==> src/core/tot_cfg.svh <==
`ifndef TOT_CFG_SVH
`define TOT_CFG_SVH

// register indices; byte address is four times the index
`define TOT_IDX_CTRL    10'h118
`define TOT_IDX_CMP     10'h11A
`define TOT_IDX_CNT     10'h11B
`define TOT_IDX_LATCH   10'h144
`define TOT_IDX_DIR     10'h145
`define TOT_IDX_FUNC    10'h146

// timer_control field positions
`define TOT_CTRL_LOAD   4
`define TOT_CTRL_LONG   5
`define TOT_CTRL_RUN    6

// port one bit carrying the tone
`define TOT_PIN_BIT     7

// reset values
`define TOT_RST_CTRL    8'h00
`define TOT_RST_RELOAD  8'h00
`define TOT_RST_CMP     8'h00
`define TOT_RST_LATCH   8'h00
`define TOT_RST_DIR     8'h00
`define TOT_RST_FUNC    8'hBF

// counter limit before reload
`define TOT_CNT_TOP     8'hFF

`endif

==> src/core/tot_pkg.sv <==
package tot_pkg;
  typedef logic [7:0]  tot_byte_t;
  typedef logic [11:0] tot_adr_t;
  typedef logic [31:0] tot_word_t;
  typedef logic [3:0]  tot_sel_t;
endpackage

==> src/core/tot_counter.sv <==
`include "tot_cfg.svh"

module tot_counter (
  input  wire logic          clk,
  input  wire logic          nrst,
  input  wire logic          run,
  input  wire logic          load_en,
  input  wire tot_pkg::tot_byte_t reload_in,
  input  wire tot_pkg::tot_byte_t cmp_in,
  output tot_pkg::tot_byte_t      cnt_o,
  output logic                    low_o
);
  import tot_pkg::*;

  tot_byte_t cnt_r;
  tot_byte_t rl_eff_r;
  tot_byte_t cmp_eff_r;
  tot_byte_t rl_eff_nxt;
  tot_byte_t cmp_eff_nxt;
  tot_byte_t cnt_nxt;
  logic      wrap;

  assign rl_eff_nxt  = load_en ? reload_in : rl_eff_r;
  assign cmp_eff_nxt = load_en ? cmp_in : cmp_eff_r;

  assign wrap = run && (cnt_r == `TOT_CNT_TOP);

  assign cnt_nxt = !run ? rl_eff_r : (wrap ? rl_eff_r : cnt_r + 8'h01);

  assign low_o = run && (cnt_r < cmp_eff_r);
  assign cnt_o = cnt_r;

  always_ff @(posedge clk or negedge nrst) begin
    if (!nrst) begin
      cnt_r     <= `TOT_RST_RELOAD;
      rl_eff_r  <= `TOT_RST_RELOAD;
      cmp_eff_r <= `TOT_RST_CMP;
    end else begin
      cnt_r     <= cnt_nxt;
      rl_eff_r  <= rl_eff_nxt;
      cmp_eff_r <= cmp_eff_nxt;
    end
  end

  // helper: cycles and low cycles since last wrap, valid only over clean periods
  logic [8:0] per_r;
  logic [8:0] lowc_r;
  logic       clean_r;
  logic [8:0] exp_low;
  assign exp_low = (cmp_eff_r > rl_eff_r) ? {1'b0, cmp_eff_r - rl_eff_r} : 9'h000;

  always_ff @(posedge clk or negedge nrst) begin
    if (!nrst) begin
      per_r   <= 9'h000;
      lowc_r  <= 9'h000;
      clean_r <= 1'b0;
    end else begin
      per_r   <= wrap ? 9'h000 : per_r + 9'h001;
      lowc_r  <= wrap ? 9'h000 : lowc_r + {8'h00, low_o};
      clean_r <= (wrap || clean_r) && run && (rl_eff_nxt == rl_eff_r)
                 && (cmp_eff_nxt == cmp_eff_r);
    end
  end

  AST_HOLD_PARAMS: assert property (@(posedge clk) disable iff (!nrst)
    !load_en |=> (rl_eff_r == $past(rl_eff_r)) && (cmp_eff_r == $past(cmp_eff_r)))
    else $error("parameters changed while load disabled");

  AST_APPLY_PARAMS: assert property (@(posedge clk) disable iff (!nrst)
    load_en |=> (rl_eff_r == $past(reload_in)) && (cmp_eff_r == $past(cmp_in)))
    else $error("parameters not applied at once");

  AST_RELOAD_ON_OVF: assert property (@(posedge clk) disable iff (!nrst)
    wrap |=> cnt_r == $past(rl_eff_r))
    else $error("counter did not reload on overflow");

  AST_COUNT_UP: assert property (@(posedge clk) disable iff (!nrst)
    run && !wrap |=> cnt_r == $past(cnt_r) + 8'h01)
    else $error("running counter did not advance");

  AST_STOP_HOLDS: assert property (@(posedge clk) disable iff (!nrst)
    !run [*2] |-> cnt_r == $past(rl_eff_r))
    else $error("stopped counter not at reload value");

  AST_PERIOD: assert property (@(posedge clk) disable iff (!nrst)
    wrap && clean_r |-> per_r == {1'b0, `TOT_CNT_TOP - rl_eff_r})
    else $error("period not 256 minus reload");

  AST_LOW_WIDTH: assert property (@(posedge clk) disable iff (!nrst)
    wrap && clean_r |-> lowc_r == exp_low)
    else $error("low phase not compare minus reload");

  CV_CLEAN_PERIOD: cover property (@(posedge clk) disable iff (!nrst)
    wrap && clean_r && (exp_low != 9'h000));
endmodule

==> src/core/tot_tone_timer.sv <==
// How it works
// - low phase lasts compare value minus reload value in clock cycles
// - output period is 256 minus reload value cycles
// - new reload or compare values ignored unless compare-load enable is set
// - with compare-load enable set, written parameters apply at once
// - writing run bit one starts the counter and tone
// - clearing run bit stops the counter and tone
// - running lower counter counts and its compare drives the pin
// - on overflow the counter loads the reload value and continues
// - eight bit comparator continuously checks counter against compare
//
// Decided for this implementation: the register offsets and the Wishbone slave port.
`include "tot_cfg.svh"

module tot_tone_timer (
  input  wire logic                clk,
  input  wire logic                nrst,
  input  wire logic                wb_cyc_i,
  input  wire logic                wb_stb_i,
  input  wire logic                wb_we_i,
  input  wire tot_pkg::tot_adr_t   wb_adr_i,
  input  wire tot_pkg::tot_sel_t   wb_sel_i,
  input  wire tot_pkg::tot_word_t  wb_dat_i,
  output tot_pkg::tot_word_t       wb_dat_o,
  output logic                     wb_ack_o,
  output logic                     tone_pin_o,
  output logic                     tone_pin_oe
);
  import tot_pkg::*;

  tot_byte_t ctrl_r;
  tot_byte_t reload_r;
  tot_byte_t cmp_r;
  tot_byte_t latch_r;
  tot_byte_t dir_r;
  tot_byte_t func_r;
  tot_word_t dat_r;
  logic      ack_r;
  logic      pin_r;
  logic      oe_r;

  tot_byte_t cnt;
  logic      low;

  // bus decode
  logic [9:0] idx;
  logic       req;
  logic       wr_go;
  logic       wr_byte;
  logic       hit_ctrl;
  logic       hit_cmp;
  logic       hit_cnt;
  logic       hit_latch;
  logic       hit_dir;
  logic       hit_func;
  tot_byte_t  wdat;
  tot_byte_t  rd_byte;
  tot_byte_t  ctrl_mask;

  assign idx       = wb_adr_i[11:2];
  assign req       = wb_cyc_i && wb_stb_i;
  // writes land on the edge where the master sees ack
  assign wr_go     = req && wb_we_i && ack_r;
  assign wr_byte   = wr_go && wb_sel_i[0];
  assign wdat      = wb_dat_i[7:0];
  assign hit_ctrl  = (idx == `TOT_IDX_CTRL);
  assign hit_cmp   = (idx == `TOT_IDX_CMP);
  assign hit_cnt   = (idx == `TOT_IDX_CNT);
  assign hit_latch = (idx == `TOT_IDX_LATCH);
  assign hit_dir   = (idx == `TOT_IDX_DIR);
  assign hit_func  = (idx == `TOT_IDX_FUNC);

  // only the low-timer bits are kept; high-timer bits read zero
  assign ctrl_mask = (8'h01 << `TOT_CTRL_LOAD) | (8'h01 << `TOT_CTRL_LONG)
                   | (8'h01 << `TOT_CTRL_RUN);

  // counter shares its index with the write-only reload value
  assign rd_byte = hit_ctrl  ? ctrl_r :
                   hit_cmp   ? cmp_r :
                   hit_cnt   ? cnt :
                   hit_latch ? latch_r :
                   hit_dir   ? dir_r :
                   hit_func  ? func_r : 8'h00;

  always_ff @(posedge clk or negedge nrst) begin
    if (!nrst) begin
      ack_r <= 1'b0;
      dat_r <= 32'h0000_0000;
    end else begin
      ack_r <= req && !ack_r;
      dat_r <= {24'h00_0000, rd_byte};
    end
  end

  // software registers; unmapped writes are acknowledged and dropped
  always_ff @(posedge clk or negedge nrst) begin
    if (!nrst) begin
      ctrl_r   <= `TOT_RST_CTRL;
      reload_r <= `TOT_RST_RELOAD;
      cmp_r    <= `TOT_RST_CMP;
      latch_r  <= `TOT_RST_LATCH;
      dir_r    <= `TOT_RST_DIR;
      func_r   <= `TOT_RST_FUNC;
    end else if (wr_byte) begin
      if (hit_ctrl)
        ctrl_r <= wdat & ctrl_mask;
      if (hit_cnt)
        reload_r <= wdat;
      if (hit_cmp)
        cmp_r <= wdat;
      if (hit_latch)
        latch_r <= wdat;
      if (hit_dir)
        dir_r <= wdat;
      if (hit_func)
        func_r <= wdat;
    end
  end

  logic run;
  logic load_en;
  logic tone_sel;

  assign run     = ctrl_r[`TOT_CTRL_RUN];
  assign load_en = ctrl_r[`TOT_CTRL_LOAD];
  assign tone_sel = !ctrl_r[`TOT_CTRL_LONG] && func_r[`TOT_PIN_BIT];

  tot_counter u_counter (
    .clk       (clk),
    .nrst      (nrst),
    .run       (run),
    .load_en   (load_en),
    .reload_in (reload_r),
    .cmp_in    (cmp_r),
    .cnt_o     (cnt),
    .low_o     (low)
  );

  logic pin_nxt;
  assign pin_nxt = tone_sel ? !low : latch_r[`TOT_PIN_BIT];

  always_ff @(posedge clk or negedge nrst) begin
    if (!nrst) begin
      pin_r <= 1'b1;
      oe_r  <= 1'b0;
    end else begin
      pin_r <= pin_nxt;
      oe_r  <= dir_r[`TOT_PIN_BIT];
    end
  end

  assign wb_dat_o    = dat_r;
  assign wb_ack_o    = ack_r;
  assign tone_pin_o  = pin_r;
  assign tone_pin_oe = oe_r;

  AST_PIN_HIGH_STOPPED: assert property (@(posedge clk) disable iff (!nrst)
    (tone_sel && !run) [*2] |-> pin_r)
    else $error("pin not high while counter stopped");

  AST_PIN_FOLLOWS_LOW: assert property (@(posedge clk) disable iff (!nrst)
    tone_sel && low |=> !pin_r)
    else $error("pin not low during low phase");

  AST_RUN_START: assert property (@(posedge clk) disable iff (!nrst)
    wr_byte && hit_ctrl && wdat[`TOT_CTRL_RUN] |=> run ##1 (cnt != $past(cnt)))
    else $error("run write did not start counter");

  AST_RUN_STOP: assert property (@(posedge clk) disable iff (!nrst)
    wr_byte && hit_ctrl && !wdat[`TOT_CTRL_RUN] |=> !run ##2 pin_r || !tone_sel)
    else $error("clearing run did not stop tone");

  AST_ACK_ONE: assert property (@(posedge clk) disable iff (!nrst)
    ack_r |=> !ack_r)
    else $error("ack held more than one cycle");

  // every taken request is answered one cycle later, mapped or not
  AST_ACK_AFTER_REQ: assert property (@(posedge clk) disable iff (!nrst)
    req && !ack_r |=> ack_r)
    else $error("request not acknowledged in the next cycle");

  AST_ACK_NEEDS_REQ: assert property (@(posedge clk) disable iff (!nrst)
    ack_r |-> $past(req))
    else $error("ack without a request");

  AST_CTRL_MASKED: assert property (@(posedge clk) disable iff (!nrst)
    (ctrl_r & ~ctrl_mask) == 8'h00)
    else $error("unimplemented control bits set");

  AST_RUN_IS_BIT: assert property (@(posedge clk) disable iff (!nrst)
    wr_byte && hit_ctrl |=> run == $past(wdat[`TOT_CTRL_RUN]))
    else $error("run does not follow written control bit");

  AST_CMP_LANDS: assert property (@(posedge clk) disable iff (!nrst)
    wr_byte && hit_cmp |=> cmp_r == $past(wdat))
    else $error("compare write lost");

  AST_RELOAD_LANDS: assert property (@(posedge clk) disable iff (!nrst)
    wr_byte && hit_cnt |=> reload_r == $past(wdat))
    else $error("reload write lost");

  AST_PIN_HIGH_PHASE: assert property (@(posedge clk) disable iff (!nrst)
    tone_sel && !low |=> pin_r)
    else $error("pin low outside the low phase");

  // outside tone mode the pin is a plain port bit
  AST_LATCH_PIN: assert property (@(posedge clk) disable iff (!nrst)
    !tone_sel |=> pin_r == $past(latch_r[`TOT_PIN_BIT]))
    else $error("pin does not follow the latch bit");

  AST_OE_DRIVE: assert property (@(posedge clk) disable iff (!nrst)
    dir_r[`TOT_PIN_BIT] |=> oe_r)
    else $error("pin not driven with direction bit set");

  CV_TONE_RUNNING: cover property (@(posedge clk) disable iff (!nrst)
    tone_sel && run && oe_r ##1 !pin_r ##[1:300] pin_r);
  CV_LIVE_RETUNE: cover property (@(posedge clk) disable iff (!nrst)
    run && load_en && wr_byte && hit_cnt);
  CV_STOP: cover property (@(posedge clk) disable iff (!nrst)
    run ##1 !run);
  CV_LATCH_MODE: cover property (@(posedge clk) disable iff (!nrst)
    !tone_sel && oe_r && pin_r);
endmodule

==> config.mk <==
export PLATFORM = sky130hd
export DESIGN_NAME = tot_tone_timer
export DESIGN_NICKNAME = d
export VERILOG_FILES = /design/src/core/tot_pkg.sv /design/src/core/tot_counter.sv /design/src/core/tot_tone_timer.sv
export VERILOG_INCLUDE_DIRS = /design/src /design/src/core
export SDC_FILE = /design/constraint.sdc
export NUM_CORES = 1
export LEC_CHECK = 0
export ABC_CLOCK_PERIOD_IN_PS = 4400
export BUFFER_PORTS_ARGS = -buffer_cell sky130_fd_sc_hd__buf_2
export CAP_MARGIN = 20
export CORE_ASPECT_RATIO = 0.5
export CORE_MARGIN = 3
export CORE_UTILIZATION = 58
export CTS_CLUSTER_SIZE = 14
export DETAILED_ROUTE_END_ITERATION = 6
export GPL_TIMING_DRIVEN = 0
export PLACE_DENSITY = 0.9
export SLEW_MARGIN = 20
export SYNTH_ARGS = -nofsm -noshare
export SYNTH_HDL_FRONTEND = slang
export SYNTH_HIERARCHICAL = 1
export SYNTH_SLANG_ARGS = --single-unit
==> constraint.sdc <==
create_clock -name clk -period 4.4 [get_ports clk]
set_input_delay 0.22 -clock clk [delete_from_list [all_inputs] [get_ports clk]]
set_output_delay 0.22 -clock clk [all_outputs]
set_load 0.01 [all_outputs]
=== Yosys cells after proc, flatten, opt, wreduce, memory -nomap -nowiden ===
Cells that the tools add are included.

* Register bits: 78
* Input bits: 53

* Equal/unequal tests: 7
* Muxes and demuxes: 9
* $add $sub $neg: 1
* Reductions and logical operators: 17
* Magnitude comparators: 1

{| class="wikitable"
|+ Operators by type and width
! cell !! number
|-
| two-way mux 8 bit || 8
|-
| equality test 10 x 9 -> 1 bit, second input constant || 6
|-
| AND reduction 2 bit || 6
|-
| adder 8 x 1 -> 8 bit, second input constant || 1
|-
| equality test 8 bit, second input constant || 1
|-
| logical AND 1 bit || 8
|-
| less-than comparator 8 bit || 1
|-
| logical NOT 1 bit || 3
|-
| two-way mux 1 bit || 1
|}

=== Longest topological paths before layout ===
* Depth after elaboration: 7
* Depth in mapped cells: 7
* Mapped depth without buffers: 6

=== Cells and area by module ===
The synthesis kept the hierarchy.

{| class="wikitable"
|+ Modules (own cells, without submodules)
! module !! area each (um^2) !! instances !! seq. area each (um^2) !! cells each
|-
| tot_tone_timer || 2,680.1 || 1 || 1,361.3 || 215
|-
| tot_counter || 1,223.7 || 1 || 600.6 || 111
|}

=== Worst setup path after synthesis ===
OpenSTA, ideal clock, no wires.

* Kind: input port to flip-flop
* Start point: input port wb_adr_i[11]
* End point: register reload_r[0]
* Stages on the path: 6
* Data arrival time: 1.940 ns
* Data required time: 4.275 ns
* Slack: 2.335 ns
* Path buffers: 2
* Cell sequence: or4b_1 -> buf_6 -> or2_1 -> buf_6 -> nor3b_4 -> mux2_2

* Word-level cells in the longest chain between the ends: 2

{| class="wikitable"
|+ RTL lines
! what !! line !! source
|-
| from (decl) || tot_tone_timer.sv:21 || <nowiki>input wire tot_pkg::tot_adr_t wb_adr_i,</nowiki>
|-
| equality test 10 x 9 -> 1 bit (no source line) || -- ||
|-
| AND reduction 2 bit (no source line) || -- ||
|-
| to (signal assigned) || tot_tone_timer.sv:99 || <nowiki>reload_r <= `TOT_RST_RELOAD;</nowiki>
|-
| to (signal assigned) || tot_tone_timer.sv:108 || <nowiki>reload_r <= wdat;</nowiki>
|-
| to (decl) || tot_tone_timer.sv:32 || <nowiki>tot_byte_t reload_r;</nowiki>
|}

No other way between the ends.
A chain may end at the register's enable or synchronous reset.

=== Final worst setup path ===
* Start point: register u_counter.cnt_r[4] (netlist: u_counter/cnt_o[4])
* End point: register pin_r (netlist: tone_pin_o)

* Word-level cells in the longest chain between the ends: 4

{| class="wikitable"
|+ RTL lines
! what !! line !! source
|-
| from (decl) || tot_counter.sv:15 || <nowiki>tot_byte_t cnt_r;</nowiki>
|-
| from (signal assigned) || tot_counter.sv:35 || <nowiki>cnt_r <= `TOT_RST_RELOAD;</nowiki>
|-
| from (signal assigned) || tot_counter.sv:39 || <nowiki>cnt_r <= cnt_nxt;</nowiki>
|-
| less-than comparator 8 bit || tot_counter.sv:30 || <nowiki>assign low_o = run && (cnt_r < cmp_eff_r);</nowiki>
|-
| logical AND 1 bit || tot_counter.sv:30 ||
|-
| named net low || tot_tone_timer.sv:43 || <nowiki>logic low;</nowiki>
|-
| logical NOT 1 bit || tot_tone_timer.sv:140 || <nowiki>assign pin_nxt = tone_sel ? !low : latch_r[`TOT_PIN_BIT];</nowiki>
|-
| two-way mux 1 bit || tot_tone_timer.sv:140 ||
|-
| named net pin_nxt || tot_tone_timer.sv:139 || <nowiki>logic pin_nxt;</nowiki>
|-
| to (signal assigned) || tot_tone_timer.sv:147 || <nowiki>pin_r <= pin_nxt;</nowiki>
|-
| to (decl) || tot_tone_timer.sv:39 || <nowiki>logic pin_r;</nowiki>
|}

The timed path passes the listed nets, and every way through them passes these cells.

==> run_summary.xml <==
<?xml version="1.0" encoding="UTF-8"?>
<metrics>
  <group name="outcome">
    <metric name="outcome" unit="">finished, final reports clean</metric>
  </group>
  <group name="critical_path">
    <metric name="critical_path.reg2reg.startpoint" unit="">u_counter/cnt_o[4]$_DFF_PN0_</metric>
    <metric name="worst-endpoint-arrival" unit="ns">2.56</metric>
    <metric name="path_max_fanout" unit="">6</metric>
    <metric name="worst_setup_path_end_kind" unit="">flop</metric>
    <metric name="required" unit="ns">4.63</metric>
    <metric name="setup.worst_path.start" unit="">u_counter/cnt_o[4]$_DFF_PN0_</metric>
    <metric name="worstSetupPathType" unit="">flop to flop</metric>
    <metric name="worstSetupStartpointType" unit="">flop</metric>
  </group>
  <group name="clocking">
    <metric name="clk_pin_slew" unit="ns">0.06</metric>
    <metric name="cts_resized" unit="">0</metric>
    <metric name="post_cts_hold_buffer_count" unit="">1</metric>
    <metric name="cts_inserted_buffers" unit="">9</metric>
    <metric name="numClockSinks" unit="">78</metric>
    <metric name="post-cts-setup-buffer-count" unit="">0</metric>
    <metric name="clk_latency" unit="ns">0.34</metric>
    <metric name="clock_root_buffer" unit="">sky130_fd_sc_hd__clkbuf_16</metric>
    <metric name="tritoncts" unit="">built</metric>
    <metric name="clock_path_buffers" unit="">2</metric>
    <metric name="cts.htree.levels" unit="">3</metric>
  </group>
  <group name="sta">
    <metric name="timing.fmax" unit="GHz">0.428</metric>
    <metric name="slew_headroom" unit="%">35.7</metric>
    <metric name="final_min_period" unit="ns">2.34</metric>
    <metric name="grt_setup_unrepaired" unit="">no</metric>
    <metric name="timing.final.ws_setup" unit="ns">2.06</metric>
    <metric name="slew_viol_final" unit="">0</metric>
    <metric name="skew" unit="ns">0.00752</metric>
    <metric name="hold_viol" unit="">0</metric>
    <metric name="final_setup_violation_count" unit="">0</metric>
    <metric name="min_period_over_period" unit="%">53.1</metric>
    <metric name="setup_total_negative_slack" unit="ns">0</metric>
    <metric name="max_slew.worst_pin.slew" unit="ns">0.940</metric>
  </group>
  <group name="pwr">
    <metric name="p_int" unit="W">0.00128</metric>
    <metric name="clockPowerShare" unit="%">50.5</metric>
    <metric name="p_leak" unit="nW">2.28</metric>
    <metric name="seq_power_share" unit="%">44.3</metric>
    <metric name="switching_power_summed_over_all_nets" unit="W">0.000347</metric>
    <metric name="power_per_cell_area" unit="mW/mm^2">351</metric>
    <metric name="ir_drop" unit="uV">268</metric>
    <metric name="switching_share" unit="%">21.3</metric>
    <metric name="power.combinational.fraction" unit="%">5.2</metric>
  </group>
  <group name="finish">
    <metric name="most_common_cell_after_layout_fill_and_taps_aside" unit="">sky130_fd_sc_hd__dfrtp_1</metric>
    <metric name="layout-drive-gt1-share" unit="%">36.8</metric>
    <metric name="ff_latch_area" unit="mm^2">0.00196</metric>
    <metric name="multiInputGateArea" unit="mm^2">0.00173</metric>
    <metric name="flow.area_growth_from_synthesis" unit="%">18.4</metric>
    <metric name="fillers" unit="">369</metric>
    <metric name="layout.nets" unit="">455</metric>
    <metric name="layout.cells.most_common_list" unit="">70 x sky130_fd_sc_hd__dfrtp_1, 50 x sky130_fd_sc_hd__mux2_2, 35 x sky130_fd_sc_hd__buf_2</metric>
    <metric name="stdcell_count" unit="">488</metric>
    <metric name="layout.cell_area.non_filler" unit="mm^2">0.00462</metric>
  </group>
  <group name="job">
    <metric name="drv_cap" unit="">0</metric>
  </group>
  <group name="place">
    <metric name="place_worst_setup_slack" unit="ns">2.07</metric>
    <metric name="post_detailed_placement_cell_area" unit="mm^2">0.00428</metric>
    <metric name="io_buffer_count" unit="">32</metric>
    <metric name="finalWeightedCongestion" unit="">0.924</metric>
    <metric name="placedCellCount" unit="">470</metric>
    <metric name="dp_hpwl" unit="um">6570</metric>
  </group>
  <group name="synth">
    <metric name="synthDistinctLibCells" unit="">54</metric>
    <metric name="avgSynthCellArea" unit="um^2">12.0</metric>
    <metric name="synthCells" unit="">326</metric>
    <metric name="synth.yosys.warnings" unit="">6</metric>
    <metric name="synthArstFlopShare" unit="%">100</metric>
    <metric name="synth_sequential_area_ratio" unit="%">50.3</metric>
    <metric name="synth.largest_area_cell" unit="">sky130_fd_sc_hd__dfrtp_1</metric>
    <metric name="synth_edf_count" unit="">0</metric>
    <metric name="primary_ff_master_synth" unit="">sky130_fd_sc_hd__dfrtp_1</metric>
    <metric name="synth_seq_cells" unit="">78</metric>
    <metric name="yosys.area.top_type_share" unit="%">44.9</metric>
    <metric name="synth.top_cells.by_area" unit="">sky130_fd_sc_hd__dfrtp_1 45%, sky130_fd_sc_hd__mux2_2 14%, sky130_fd_sc_hd__dfstp_2 5.4%, sky130_fd_sc_hd__buf_4 4.8%, sky130_fd_sc_hd__mux2i_1 3.1%</metric>
    <metric name="synthesis.area" unit="mm^2">0.00390</metric>
  </group>
  <group name="drt">
    <metric name="detailedRoute.firstPassIterationCount" unit="">6</metric>
    <metric name="route.vias.total" unit="">3045</metric>
    <metric name="routed_wl" unit="um">10500</metric>
    <metric name="drt-wirelength-per-cell" unit="um">21.6</metric>
    <metric name="dr_drc_count" unit="">0</metric>
    <metric name="drtAntennaViolNets" unit="">0</metric>
    <metric name="detail_route.iter0.violations" unit="">378</metric>
    <metric name="viasPerCell" unit="">6.24</metric>
  </group>
  <group name="global_routing">
    <metric name="grt_antenna_before_repair" unit="">1</metric>
    <metric name="global_router_s_overall_resource_usage" unit="%">28.4</metric>
    <metric name="grt_max_degree" unit="">43</metric>
    <metric name="grt_overflow" unit="">0</metric>
    <metric name="global_route_wire_length_before_repair" unit="um">16600</metric>
    <metric name="grt_pass1_vias" unit="">3048</metric>
  </group>
  <group name="floorplan">
    <metric name="design.die.area" unit="mm^2">0.00781</metric>
    <metric name="boundaryPins" unit="">88</metric>
    <metric name="core_area" unit="mm^2">0.00628</metric>
    <metric name="fp-row-count" unit="">20</metric>
    <metric name="start_util" unit="%">62.2</metric>
    <metric name="die_ht" unit="um">64.0</metric>
    <metric name="floorplan.die.width" unit="um">122</metric>
  </group>
  <group name="hold_path">
    <metric name="worst_hold_startpoint" unit="">wb_stb_i</metric>
    <metric name="hold_path_class" unit="">primary input to flop</metric>
  </group>
</metrics>
-- registers in the layout (all words and copies together), names as in the netlist --
signal,count
cmp_r,8
ctrl_r,3
dir_r,8
func_r,8
latch_r,8
reload_r,8
tone_pin_o,1
tone_pin_oe,1
u_counter/cmp_eff_r,8
u_counter/cnt_o,8
u_counter/rl_eff_r,8
wb_ack_o,1
wb_dat_o,8
-- routing by layer --
layer / vias to the layer above / track usage (%) / share of wire (%)
met5: - / 0 / 0
met4: 0 / 12.8 / 4.3
met3: 44 / 6.90 / 8.6
met2: 226 / 45.7 / 47
met1: 1506 / 36.9 / 40
li1: 1269 / - / -
-- final cells by class --
type,count,share of cell area (%)
plain buffers,38,5.55
inverters,12,0.974
well taps,88,2.38
clock buffers,13,5.63
diodes,1,0.0541
clock inverters,3,1.46
flip-flops and latches,78,42.4
repair buffers,34,4.17
multi-input cells,221,37.3
-- stage by stage --
| stage | utilization [%] | hold WS, ns | power (W) |
|---|---|---|---|
| 2_1_floorplan | - | -0.0756 | 0.000776 |
| 3_3_place_gp | 67.8 | 0.421 | 0.000807 |
| 3_5_place_dp | 68.2 | 0.208 | 0.000812 |
| 4_1_cts | 73.6 | 0.184 | 0.00162 |
| 5_1_grt | 73.6 | 0.205 | 0.00167 |
| 6_report | 73.6 | 0.195 | 0.00162 |
-- cell usage after synthesis (all sizes together), types with 3 or more instances --
cell	number
nand2	23
dfstp	8
a211oi	3
clkbuf	7
a221o	5
dfrtp	70
and3	5
buf	31
o2bb2ai	3
a21oi	12
mux2	54
nor3b	3
inv	11
nand3	14
ha	8
nor3	5
o21ai	18
mux2i	12
-- power by group through the flow --
stage | sequential [W] | clock (W) | combinational, W
floorplan | 0.000732 | 0 | 0.0000433
global placement | 0.000732 | 0 | 0.0000751
detailed placement | 0.000732 | 0 | 0.0000805
CTS | 0.000719 | 0.000817 | 0.0000831
global route | 0.000719 | 0.000856 | 0.0000919
finish | 0.000719 | 0.000821 | 0.0000850
-- worst paths after layout --
path / cells past startpoint / endpoint / slack [ns]
min: 3 / wb_ack_o$_DFF_PN0_ / 0.20
min in group asynchronous: 2 / u_counter/cmp_eff_r[4]$_DFFE_PN0P_ / 0.39
max in group asynchronous: 3 / func_r[0]$_DFFE_PN1P_ / 3.35
max reg2reg: 5 / tone_pin_o$_DFF_PN1_ / 2.06
min reg2reg: 1 / wb_ack_o$_DFF_PN0_ / 0.46
max: 5 / tone_pin_o$_DFF_PN1_ / 2.06
-- kinds of logic (layout without fill, tap and decap cells) --
group | after synthesis | in the layout | share of synthesized area [%]
simple gates | 69 | 69 | 11.1
mux | 66 | 66 | 18.9
xor+xnor | 3 | 3 | 0.673
buf+inv | 50 | 100 | 7.72
fa+ha+maj | 8 | 8 | 2.56
compound gates | 51 | 51 | 8.65
flops | 78 | 78 | 50.3
other cells | 1 | 25 | 0.0961
-- critical path, stage by stage, from the launching register on --
cell and delay [ns]:
sky130_fd_sc_hd__dfrtp_1 0.50, sky130_fd_sc_hd__ha_1 0.35, sky130_fd_sc_hd__o2111ai_1 0.22, sky130_fd_sc_hd__nor2_1 0.09, sky130_fd_sc_hd__a2111oi_0 0.85, sky130_fd_sc_hd__o21ai_0 0.22
Note: power is estimated with default switching activity, not from simulation.
